===== src/design/sbl_pkg.sv =====
// constants for the serial boot-entry and image-upload host controller
package sbl_pkg;
  // clock and serial timing
  localparam int CLK_HZ = 100_000_000;
  localparam int BAUD = 115200;
  localparam int BIT_CYCLES = CLK_HZ / BAUD;
  localparam int HALF_BIT = BIT_CYCLES / 2;
  localparam int FRAME_BITS = 10;
  // break is held for twice a frame so it cannot pass for a character
  localparam int BREAK_BITS = 2 * FRAME_BITS;
  localparam int BREAK_CYCLES = BREAK_BITS * BIT_CYCLES;
  localparam int RESET_US = 1000;
  localparam int RESET_CYCLES = (CLK_HZ / 1_000_000) * RESET_US;
  localparam int RESP_MS = 2000;
  localparam int RESP_CYCLES = (CLK_HZ / 1000) * RESP_MS;
  localparam int FIFO_DEPTH = 16;
  // characters
  localparam logic [7:0] CHR_CR = 8'h0d;
  localparam logic [7:0] CHR_ONE = 8'h31;
  localparam logic [7:0] CHR_TWO = 8'h32;
  localparam logic [7:0] CHR_CRC_REQ = 8'h43;
  localparam logic [7:0] CHR_DONE = 8'h63;
  localparam logic [7:0] CHR_ABORT = 8'h61;
  localparam logic [31:0] LOADER_PROMPT = 32'h424c203e;
  // xmodem framing
  localparam logic [7:0] XM_SOH = 8'h01;
  localparam logic [7:0] XM_EOT = 8'h04;
  localparam logic [7:0] XM_ACK = 8'h06;
  localparam logic [7:0] XM_NAK = 8'h15;
  localparam logic [7:0] XM_CAN = 8'h18;
  localparam logic [7:0] XM_PAD = 8'h1a;
  localparam logic [7:0] BLOCK_BYTES = 8'h80;
  localparam logic [7:0] IDX_CRC_HI = 8'h83;
  localparam logic [7:0] IDX_LAST = 8'h84;
  localparam logic [15:0] CRC_POLY = 16'h1021;
  // sequencer states, gray along the usual path
  typedef enum logic [3:0] {
    S_IDLE = 4'h0, S_ENTRY = 4'h1, S_BOOT = 4'h3, S_CR = 4'h2,
    S_PROMPT = 4'h6, S_ONE = 4'h7, S_WAIT_C = 4'h5, S_FILL = 4'h4,
    S_SEND = 4'hc, S_ACKW = 4'hd, S_EOT = 4'hf, S_EOTW = 4'he,
    S_RESULT = 4'ha, S_TWO = 4'hb, S_DONE = 4'h9, S_FAIL = 4'h8
  } sbl_state_t;
endpackage


===== src/design/sbl_fifo.sv =====
// first-in first-out buffer with valid/ready on both sides
module sbl_fifo #(
  parameter int WIDTH = 9,
  parameter int DEPTH = 16
) (
  // clock and reset
  input wire logic i_clock,
  input wire logic i_reset,
  // fill side
  input wire logic [WIDTH-1:0] i_data,
  input wire logic i_valid,
  output logic o_ready,
  // drain side
  output logic [WIDTH-1:0] o_data,
  output logic o_valid,
  input wire logic i_ready
);
  localparam int AW = $clog2(DEPTH);
  logic [WIDTH-1:0] mem [DEPTH];
  logic [AW:0] wptr;
  logic [AW:0] rptr;
  logic push;
  logic pop;

  // extra pointer bit tells full from empty
  assign o_ready = (wptr[AW] == rptr[AW]) || (wptr[AW-1:0] != rptr[AW-1:0]);
  assign o_valid = wptr != rptr;
  assign o_data = mem[rptr[AW-1:0]];
  assign push = i_valid && o_ready;
  assign pop = o_valid && i_ready;

  // storage
  always_ff @(posedge i_clock)
  begin
    if (push)
      mem[wptr[AW-1:0]] <= i_data;
  end

  // pointers
  always_ff @(posedge i_clock)
  begin
    if (i_reset)
    begin
      wptr <= '0;
      rptr <= '0;
    end
    else
    begin
      if (push)
        wptr <= wptr + 1'h1;
      if (pop)
        rptr <= rptr + 1'h1;
    end
  end
endmodule


===== src/design/sbl_host.sv =====
// host controller: forces the module's serial loader and uploads an image by xmodem-crc
// Behaviour
// (RQ1) hold sleep request low and rts high before resetting the module; the code drops sleep request in the same cycle as reset
// (RQ2) keep a serial break on the module input across its reset
// (RQ3) while the module leaves reset keep sleep request and serial input low
// (RQ4) after power-up end the break and send one carriage return at 115200
// (RQ5) module answers a good entry with its menu text at 115200
// (RQ6) no hardware flow control during entry or menu exchange
// (RQ7) every character is 8 data bits, no parity, one stop bit
// (RQ8) module without a valid image always starts in its loader
// (RQ9) an explicit application call into the loader never returns
// (RQ10) menu may run on uart or spi; spi clock comes from the master
// (RQ11) see the loader prompt before sending any menu choice
// (RQ12) ascii one at the menu starts an update awaiting an upload
// (RQ13) image goes by xmodem crc mode, blocks strictly in order
// (RQ14) good load gives a completion string; ascii two then starts firmware
// (RQ15) failed load gives an abort string and returns to the menu
// (RQ16) module aborts if no first block within one minute
// (RQ17) reset or power loss during loading fails the load
// (RQ18) file or flash error during loading aborts the update
// (RQ19) break lasts longer than one full character frame
// (RQ20) block is start, number, complement, 128 bytes, crc16; ack or nak
module sbl_host
  import sbl_pkg::*;
#(
  parameter int RESET_CYC = sbl_pkg::RESET_CYCLES,
  parameter int BREAK_CYC = sbl_pkg::BREAK_CYCLES,
  parameter int RESP_CYC = sbl_pkg::RESP_CYCLES,
  // bit time in clocks; the default gives 115200 baud at the package clock
  parameter int BIT_CYC = sbl_pkg::BIT_CYCLES
) (
  // clock and reset
  input wire logic i_clock,
  input wire logic i_reset,
  // user control
  input wire logic i_start,
  output logic o_busy,
  output logic o_done,
  output logic o_fail,
  // image byte stream
  input wire logic [7:0] i_img_data,
  input wire logic i_img_last,
  input wire logic i_img_valid,
  output logic o_img_ready,
  // module pins
  output logic o_txd,
  input wire logic i_rxd,
  output logic o_rts,
  output logic o_sleep_request_pin,
  output logic o_module_reset_n
);
  import sbl_pkg::*;

  sbl_state_t state;
  sbl_state_t next_state;
  logic [31:0] tick;
  logic brk;
  logic [7:0] mem [128];
  logic [7:0] fidx;
  logic [7:0] sidx;
  logic [7:0] blk;
  logic [15:0] crc;
  logic ended;
  logic ok_seen;
  logic [1:0] pm;
  logic prompt_hit;
  logic timeout;
  logic [8:0] fifo_data;
  logic fifo_valid;
  logic fifo_ready;
  logic tx_go;
  logic [7:0] tx_data;
  logic tx_busy;
  logic [9:0] tx_shift;
  logic [15:0] tx_cnt;
  logic [3:0] tx_bits;
  logic rx_s1;
  logic rx_s2;
  logic rx_busy;
  logic [15:0] rx_cnt;
  logic [3:0] rx_bits;
  logic [7:0] rx_byte;
  logic rx_valid;

  function automatic logic [15:0] crc_step(input logic [15:0] c, input logic [7:0] b);
    logic [15:0] r;
    r = c ^ {b, 8'h00};
    for (int i = 0; i < 8; i++)
      r = r[15] ? ({r[14:0], 1'h0} ^ CRC_POLY) : {r[14:0], 1'h0};
    return r;
  endfunction

  // image bytes queue here; back-pressure reaches the user through o_img_ready
  sbl_fifo #(.WIDTH(9), .DEPTH(FIFO_DEPTH)) u_fifo (
    .i_clock(i_clock),
    .i_reset(i_reset),
    .i_data({i_img_last, i_img_data}),
    .i_valid(i_img_valid),
    .o_ready(o_img_ready),
    .o_data(fifo_data),
    .o_valid(fifo_valid),
    .i_ready(fifo_ready)
  );

  assign brk = (state == S_ENTRY) || (state == S_BOOT);
  assign fifo_ready = (state == S_FILL) && (fidx != BLOCK_BYTES) && !ended;
  assign prompt_hit = rx_valid && (pm == 2'h3) && (rx_byte == LOADER_PROMPT[7:0]); // RQ11
  assign timeout = tick == 32'(RESP_CYC - 1);
  assign o_busy = (state != S_IDLE) && (state != S_DONE) && (state != S_FAIL);
  assign o_done = state == S_DONE;
  assign o_fail = state == S_FAIL;

  // character to launch; block layout is start, number, complement, data, crc
  always_comb
  begin
    case (state)
      S_CR: tx_data = CHR_CR; // RQ4
      S_ONE: tx_data = CHR_ONE; // RQ12
      S_TWO: tx_data = CHR_TWO; // RQ14
      S_EOT: tx_data = XM_EOT;
      S_SEND:
        if (sidx == 8'h00)
          tx_data = XM_SOH; // RQ20
        else if (sidx == 8'h01)
          tx_data = blk; // RQ13
        else if (sidx == 8'h02)
          tx_data = ~blk;
        else if (sidx == IDX_CRC_HI)
          tx_data = crc[15:8];
        else if (sidx == IDX_LAST)
          tx_data = crc[7:0];
        else
          tx_data = mem[7'(sidx - 8'h03)];
      default: tx_data = 8'h00;
    endcase
  end
  assign tx_go = !tx_busy && ((state == S_CR) || (state == S_ONE) || (state == S_TWO)
    || (state == S_EOT) || (state == S_SEND));

  // sequencer
  always_comb
  begin
    next_state = state;
    case (state)
      S_IDLE, S_DONE, S_FAIL:
        if (i_start)
          next_state = S_ENTRY;
      S_ENTRY:
        if (tick == 32'(RESET_CYC - 1))
          next_state = S_BOOT; // RQ2
      S_BOOT:
        if (tick == 32'(BREAK_CYC - 1))
          next_state = S_CR; // RQ19
      S_CR:
        if (tx_go)
          next_state = S_PROMPT;
      S_PROMPT:
        if (prompt_hit)
          next_state = S_ONE; // RQ11
        else if (timeout)
          next_state = S_FAIL;
      S_ONE:
        if (tx_go)
          next_state = S_WAIT_C;
      S_WAIT_C:
        if (rx_valid && rx_byte == CHR_CRC_REQ)
          next_state = S_FILL; // RQ13
        else if (timeout)
          next_state = S_FAIL;
      S_FILL:
        if (fidx == BLOCK_BYTES)
          next_state = S_SEND;
      S_SEND:
        if (tx_go && sidx == IDX_LAST)
          next_state = S_ACKW;
      S_ACKW:
        if (rx_valid && rx_byte == XM_ACK)
          next_state = ended ? S_EOT : S_FILL; // RQ20
        else if (rx_valid && rx_byte == XM_NAK)
          next_state = S_SEND;
        else if ((rx_valid && rx_byte == XM_CAN) || timeout)
          next_state = S_FAIL;
      S_EOT:
        if (tx_go)
          next_state = S_EOTW;
      S_EOTW:
        if (rx_valid && rx_byte == XM_ACK)
          next_state = S_RESULT;
        else if (rx_valid && rx_byte == XM_NAK)
          next_state = S_EOT;
        else if (timeout)
          next_state = S_FAIL;
      S_RESULT:
        if (prompt_hit)
          next_state = ok_seen ? S_TWO : S_FAIL; // RQ14
        else if (timeout)
          next_state = S_FAIL;
      S_TWO:
        if (tx_go)
          next_state = S_DONE;
      default: next_state = S_IDLE;
    endcase
  end

  always_ff @(posedge i_clock)
  begin
    if (i_reset)
      state <= S_IDLE;
    else
      state <= next_state;
  end

  // shared wait counter, restarted by a state change or any received byte
  always_ff @(posedge i_clock)
  begin
    if (i_reset || next_state != state || rx_valid)
      tick <= '0;
    else
      tick <= tick + 32'h1;
  end

  // pins: no flow control, rts simply held high
  always_ff @(posedge i_clock)
  begin
    if (i_reset)
    begin
      o_rts <= 1'h1;
      o_sleep_request_pin <= 1'h1;
      o_module_reset_n <= 1'h1;
      o_txd <= 1'h1;
    end
    else
    begin
      o_rts <= 1'h1; // RQ6
      o_sleep_request_pin <= !brk; // RQ1 RQ3
      o_module_reset_n <= state != S_ENTRY;
      o_txd <= !brk && (tx_busy ? tx_shift[0] : 1'h1); // RQ3
    end
  end

  // block assembly; the short last block is padded, the copy serves resends
  always_ff @(posedge i_clock)
  begin
    if (i_reset || state == S_WAIT_C)
    begin
      fidx <= '0;
      crc <= '0;
      blk <= 8'h01;
      ended <= 1'h0;
    end
    else if (state == S_ACKW && rx_valid && rx_byte == XM_ACK)
    begin
      fidx <= '0;
      crc <= '0;
      blk <= blk + 8'h01; // RQ13
    end
    else if (state == S_FILL && fidx != BLOCK_BYTES && (ended || fifo_valid))
    begin
      mem[7'(fidx)] <= ended ? XM_PAD : fifo_data[7:0];
      crc <= crc_step(crc, ended ? XM_PAD : fifo_data[7:0]); // RQ20
      fidx <= fidx + 8'h01;
      if (!ended && fifo_data[8])
        ended <= 1'h1;
    end
  end

  // byte position within the outgoing block
  always_ff @(posedge i_clock)
  begin
    if (i_reset || state != S_SEND)
      sidx <= '0;
    else if (tx_go)
      sidx <= sidx + 8'h01;
  end

  // completion versus abort text, judged by its first letter
  always_ff @(posedge i_clock)
  begin
    if (i_reset || state == S_EOTW)
      ok_seen <= 1'h0;
    else if (state == S_RESULT && rx_valid && rx_byte == CHR_DONE)
      ok_seen <= 1'h1;
    else if (state == S_RESULT && rx_valid && rx_byte == CHR_ABORT)
      ok_seen <= 1'h0;
  end

  // prompt matcher; a mismatch restarts unless it is itself the first letter
  always_ff @(posedge i_clock)
  begin
    if (i_reset)
      pm <= '0;
    else if (rx_valid)
    begin
      if (rx_byte == LOADER_PROMPT[31 - 8 * pm -: 8])
        pm <= pm + 2'h1;
      else
        pm <= (rx_byte == LOADER_PROMPT[31:24]) ? 2'h1 : 2'h0;
    end
  end

  // transmitter, 8n1: start, eight data lsb first, stop
  always_ff @(posedge i_clock)
  begin
    if (i_reset)
    begin
      tx_busy <= 1'h0;
      tx_shift <= '1;
      tx_cnt <= '0;
      tx_bits <= '0;
    end
    else if (tx_go)
    begin
      tx_busy <= 1'h1;
      tx_shift <= {1'h1, tx_data, 1'h0}; // RQ7
      tx_cnt <= 16'(BIT_CYC - 1); // RQ4 RQ10
      tx_bits <= '0;
    end
    else if (tx_busy)
    begin
      if (tx_cnt != 16'h0)
        tx_cnt <= tx_cnt - 16'h1;
      else if (tx_bits == 4'(FRAME_BITS - 1))
        tx_busy <= 1'h0;
      else
      begin
        tx_cnt <= 16'(BIT_CYC - 1);
        tx_bits <= tx_bits + 4'h1;
        tx_shift <= {1'h1, tx_shift[9:1]};
      end
    end
  end

  // serial input synchroniser
  always_ff @(posedge i_clock)
  begin
    if (i_reset)
    begin
      rx_s1 <= 1'h1;
      rx_s2 <= 1'h1;
    end
    else
    begin
      rx_s1 <= i_rxd;
      rx_s2 <= rx_s1;
    end
  end

  // receiver samples mid-bit; a frame with a low stop bit is dropped
  always_ff @(posedge i_clock)
  begin
    rx_valid <= 1'h0;
    if (i_reset)
    begin
      rx_busy <= 1'h0;
      rx_cnt <= '0;
      rx_bits <= '0;
      rx_byte <= '0;
    end
    else if (!rx_busy)
    begin
      if (!rx_s2)
      begin
        rx_busy <= 1'h1;
        rx_cnt <= 16'(BIT_CYC / 2 - 1);
        rx_bits <= '0;
      end
    end
    else if (rx_cnt != 16'h0)
      rx_cnt <= rx_cnt - 16'h1;
    else
    begin
      rx_cnt <= 16'(BIT_CYC - 1);
      rx_bits <= rx_bits + 4'h1;
      if (rx_bits == 4'h0 && rx_s2)
        rx_busy <= 1'h0;
      else if (rx_bits == 4'(FRAME_BITS - 1))
      begin
        rx_busy <= 1'h0;
        rx_valid <= rx_s2; // RQ7
      end
      else if (rx_bits != 4'h0)
        rx_byte <= {rx_s2, rx_byte[7:1]};
    end
  end

  property p_entry_pins;
    @(posedge i_clock) disable iff (i_reset)
    !o_module_reset_n |-> (!o_sleep_request_pin && o_rts);
  endproperty
  a_entry_pins: assert property (p_entry_pins) else $error("entry pins wrong in reset"); // RQ1

  property p_break_reset;
    @(posedge i_clock) disable iff (i_reset)
    $fell(o_module_reset_n) |-> !o_txd;
  endproperty
  a_break_reset: assert property (p_break_reset) else $error("no break at module reset"); // RQ2

  property p_boot_low;
    @(posedge i_clock) disable iff (i_reset)
    $rose(o_module_reset_n) |-> (!o_txd && !o_sleep_request_pin && o_rts)[*8];
  endproperty
  a_boot_low: assert property (p_boot_low) else $error("pins not held at reset release"); // RQ3

  property p_cr_after;
    @(posedge i_clock) disable iff (i_reset)
    // a user reset also ends the break, but no character follows that one
    ($fell(brk) && !$past(i_reset)) |-> (tx_go && tx_data == CHR_CR);
  endproperty
  a_cr_after: assert property (p_cr_after) else $error("no carriage return after break"); // RQ4

  property p_frame;
    @(posedge i_clock) disable iff (i_reset)
    (tx_go && !brk) |=> ##1 !o_txd[*8];
  endproperty
  a_frame: assert property (p_frame) else $error("start bit missing"); // RQ7

  property p_prompt_first;
    @(posedge i_clock) disable iff (i_reset)
    $rose(state == S_ONE) |-> $past(prompt_hit);
  endproperty
  a_prompt_first: assert property (p_prompt_first) else $error("menu choice before prompt"); // RQ11

  property p_one;
    @(posedge i_clock) disable iff (i_reset)
    (tx_go && state == S_ONE) |=> (state == S_WAIT_C && tx_shift[8:1] == CHR_ONE);
  endproperty
  a_one: assert property (p_one) else $error("update not started by ascii one"); // RQ12

  property p_order;
    @(posedge i_clock) disable iff (i_reset)
    (tx_go && sidx == 8'h02) |-> (tx_data == ~blk && $past(tx_busy));
  endproperty
  a_order: assert property (p_order) else $error("block number complement wrong"); // RQ13

  property p_two;
    @(posedge i_clock) disable iff (i_reset)
    (tx_go && tx_data == CHR_TWO && state == S_TWO) |-> ok_seen;
  endproperty
  a_two: assert property (p_two) else $error("ascii two without completion"); // RQ14

  property p_crc;
    @(posedge i_clock) disable iff (i_reset)
    (tx_go && sidx == IDX_CRC_HI) |-> (tx_data == crc[15:8] && fidx == BLOCK_BYTES);
  endproperty
  a_crc: assert property (p_crc) else $error("crc byte wrong"); // RQ20
endmodule


===== config.mk =====
export PLATFORM = sky130hd
export DESIGN_NAME = sbl_host
export DESIGN_NICKNAME = d
export VERILOG_FILES = /design/src/design/sbl_pkg.sv /design/src/design/sbl_fifo.sv /design/src/design/sbl_host.sv
export SDC_FILE = /design/constraint.sdc
export NUM_CORES = 2
export LEC_CHECK = 0
export BUFFER_PORTS_ARGS = -buffer_cell sky130_fd_sc_hd__buf_4
export CORE_ASPECT_RATIO = 2
export CORE_MARGIN = 2
export CORE_UTILIZATION = 57
export CTS_CLUSTER_DIAMETER = 30
export DETAILED_ROUTE_END_ITERATION = 10
export MAX_ROUTING_LAYER = met4
export PLACE_DENSITY = 0.76
export SYNTH_ARGS = -nofsm -noshare
export SYNTH_HDL_FRONTEND = slang
export SYNTH_SLANG_ARGS = --single-unit

===== constraint.sdc =====
create_clock -name i_clock -period 6.07 [get_ports i_clock]
set_clock_uncertainty 0.15 [all_clocks]
set_input_delay 0.3035 -clock i_clock [delete_from_list [all_inputs] [get_ports i_clock]]
set_output_delay 0.3035 -clock i_clock [all_outputs]
set_load 0.005 [all_outputs]

==> results summary <==
The number of violations reported at the end of detailed-routing iteration 0 is 3668. The maximum fanout along the worst path is 23. Counting flops with an async set or reset pin after synthesis yields a share of 0%.

The floorplan has 160 rows. The total power of the final layout came out at 19.9 mW. The total of warnings raised by yosys is 0. The number of buffers added by the clock tree synthesis step is 154. The most instantiated flip-flop cell in the synthesis netlist is sky130_fd_sc_hd__edfxtp_1. The number of nets with antenna violations after detailed routing came out at 0. After synthesis, the cell types taking the most area are sky130_fd_sc_hd__edfxtp_1 (65%), sky130_fd_sc_hd__mux4_2 (12%), sky130_fd_sc_hd__dfxtp_1 (5.9%), sky130_fd_sc_hd__nor2_1 (2.2%), sky130_fd_sc_hd__nand2_1 (1.9%).

The routability congestion estimate came out at 0.886. The detailed-route wire length per cell came out at 28.3 um. Setup repair after global routing left no endpoint under its margin. The final critical path takes up 88.3% of the cycle. Using the TritonRoute via totals, the vias-per-cell ratio works out to 6.57. Gates resized during post-CTS repair numbered 0. The post-synthesis net count came out at 3250.

STA classifies the critical path endpoint as a register. At the worst endpoint, the required time is 6.62 ns. By instance count, the leading cell after synthesis is sky130_fd_sc_hd__edfxtp_1.

The total negative setup slack is 0 ns. The estimated wirelength of the detail-placed design came out at 74100 um. Counting the fill cells in the layout gives 6139. The vertical extent of the die came out at 440 um.

In this run the power density over the cells is 326 mW/mm2. The number of hold violations in the final report came to 0. Ranked by instance count, the synthesized netlist is headed by sky130_fd_sc_hd__edfxtp_1 (1168), sky130_fd_sc_hd__nor2_1 (313), sky130_fd_sc_hd__mux4_2 (292).

After global routing the overflow that remains totals 0. The final wirelength came out at 131000 um. The data arrival at the endpoint of the critical path came out at 5.90 ns. The post-synthesis cell type count came out at 87.

The worst-margin pin slew is 1.33 ns. For the worst-skew pair, the clock arrives at the later sink with an insertion delay of 0.78 ns. The die covers 0.0978 mm2.

The synthesized design spends more area on one cell type than any other, namely sky130_fd_sc_hd__edfxtp_1. The smallest setup slack after layout came out at 0.712 ns. Once the floorplan was initialized, standard cells occupied 57.3% of the core. The post-route netlist has 20.5% of its cells at a drive strength greater than 1. The detailed-route DRC error count is 0. The worst slack at placement came out at 1.09 ns. The count of endpoints failing setup in the final report came out at 0. The layout overhead on the synthesized area came out at 12.6%. The number of enable flip-flop cells after synthesis is 1168. The area share of the largest cell type after synthesis is 64.7%. The maximum number of pins on one net before global-route repair came out at 121. The critical path launch point type is a register. The flip-flop and latch count after synthesis is 1327.

Across the run, the number of max-cap violations was 0. The total number of clock tree sinks is 1327. The worst-case headroom to the max-slew limit is 10.8%.

The number of top-level pins is 22. The number of buffers on the longest clock path is 3. The floorplan die width is 222 um. The netlist area before placement came out at 0.0542 mm2. After clock tree synthesis, the clock-pin slew on the worst setup and hold paths is 0.06 ns. The count of buffers from port buffering came out at 20. The run finished with clean final reports. For this run, the register share of the synthesized area comes to 70.5%. TritonCTS built the clock tree.

The number of optimization iterations in the first detailed-route pass is 6. VDD sags by at most 0.394 mV. The region available for standard cell placement spans 0.0947 mm2. The worst setup path is of the register to register kind. The clock tree synthesis step divided the H-tree into 4 levels. The tree is rooted in a sky130_fd_sc_hd__clkbuf_16. The analysis attributes to cell leakage a power of 19.3 nW.

The number of global-route vias before repair is 30.6k. The final critical delay including setup and external delays is 5.36 ns. The timing-limited maximum frequency came out at 0.187 GHz. The initial antenna violation count was 2. The post-synthesis average cell area came out at 16.9 um2.

The type of the worst min-delay path is input port to register. The post-synthesis cell count is 3214. The number of max-slew violations in the final report came out at 0. Post-CTS timing repair inserted 0 buffers for setup. The global routing usage summed across all routing layers came out at 28.0%. The first global-routing pass estimated 196000 um of wire. The via total after detailed routing is 30.4k. The final net count is 3311.
registers in the layout, summed over array words and instances, names as in the netlist, 9 cells and up, named ones only:
name	cells
mem	1024
rx_cnt	16
crc	16
tx_shift	9
tick	32
u_fifo.mem	144
tx_cnt	16
layout by cell type, fill, tap and decap left out, drive strengths merged, types with 35 or more instances in the layout:
cell	Yosys	routed
clkbuf	84	170
dfxtp	159	159
nor3	49	49
inv	28	67
nor2	326	326
nand2	272	272
xor2	58	58
nand3	73	73
xnor2	55	55
clkinv	0	52
buf	102	78
mux2i	60	60
mux4	307	307
o21ai	35	35
edfxtp	1168	1168
a21oi	61	61
worst max-delay path: stages (launching register included):
cell and delay (ns):
sky130_fd_sc_hd__dfxtp_4 0.47, sky130_fd_sc_hd__ha_1 0.44, sky130_fd_sc_hd__or3_1 0.53, sky130_fd_sc_hd__o31ai_1 1.10
sky130_fd_sc_hd__nand2_2 0.86, sky130_fd_sc_hd__nor3_1 0.59, sky130_fd_sc_hd__nor4_1 0.21, sky130_fd_sc_hd__a211oi_1 0.57
sky130_fd_sc_hd__o221ai_1 0.19, sky130_fd_sc_hd__a21oi_1 0.15
logic make-up (layout without fill, tap and decap cells):
kind of cell	after synthesis	in the layout	share of synthesized area, %
other cells	1	4	0.00692
buf+inv	214	407	1.89
simple gates	910	910	7.73
flops	1327	1327	70.5
xor+xnor	113	113	1.98
fa+ha+maj	22	22	0.508
mux	371	371	14.0
compound gates	256	256	3.29
layer usage:
layer / routed length (um) / track usage (%) / up-vias
met5: 0 / - / -
met3: 11300 / 4.85 / 380
met2: 65000 / 44.6 / 1731
met1: 48500 / 35.7 / 15500
met4: 6090 / 12.7 / 0
li1: - / - / 12800
final cells by class:
type                       count  area, um2  share of cell area (%)
clock inverter               118       1330                    2.18
tap                         1215       1520                    2.49
clock buffer                 170       3980                    6.51
timing repair buffer          91        778                    1.27
multi-input combinational   1673      15100                    24.7
inverter                      28        105                   0.172
antenna                        3       7.51                  0.0123
sequential                  1327      38300                    62.6
metrics by stage:
stage | instance area (um2) | utilization [%] | hold WS [ns] | cells
after CTS | 61100 | 64.5 | 0.0810 | 4622
after floorplan | 54200 | - | 0.239 | 3214
final | 61100 | 64.5 | 0.128 | 4625
after global placement | 55600 | 58.8 | 0.254 | 4321
after detailed placement | 55600 | 58.8 | 0.255 | 4321
after global routing | 61100 | 64.5 | 0.130 | 4624
final timing paths:
| check | end | slack, ns | startpoint | cells after the start |
|---|---|---|---|---|
| min | rx_s1 | 0.13 | i_rxd | 3 |
| max reg2reg | tx_shift[8] | 0.71 | sidx[0] | 9 |
| min reg2reg | rx_s2 | 0.27 | rx_s1 | 1 |
| max | tx_shift[8] | 0.71 | sidx[0] | 9 |
power breakdown:
part	switching (mW)	total (mW)	internal [mW]
clock network	3.99	9.48	5.49
registers	0.0238	10.0	10.0
logic	0.314	0.411	0.0970
total	4.33	19.9	15.6
what timing repair did:
action,CTS,global route
hold endpoints to repair,182,0
hold buffers,13,0
endpoints found under the setup margin,0,0
(Power assumes the default switching activity.)
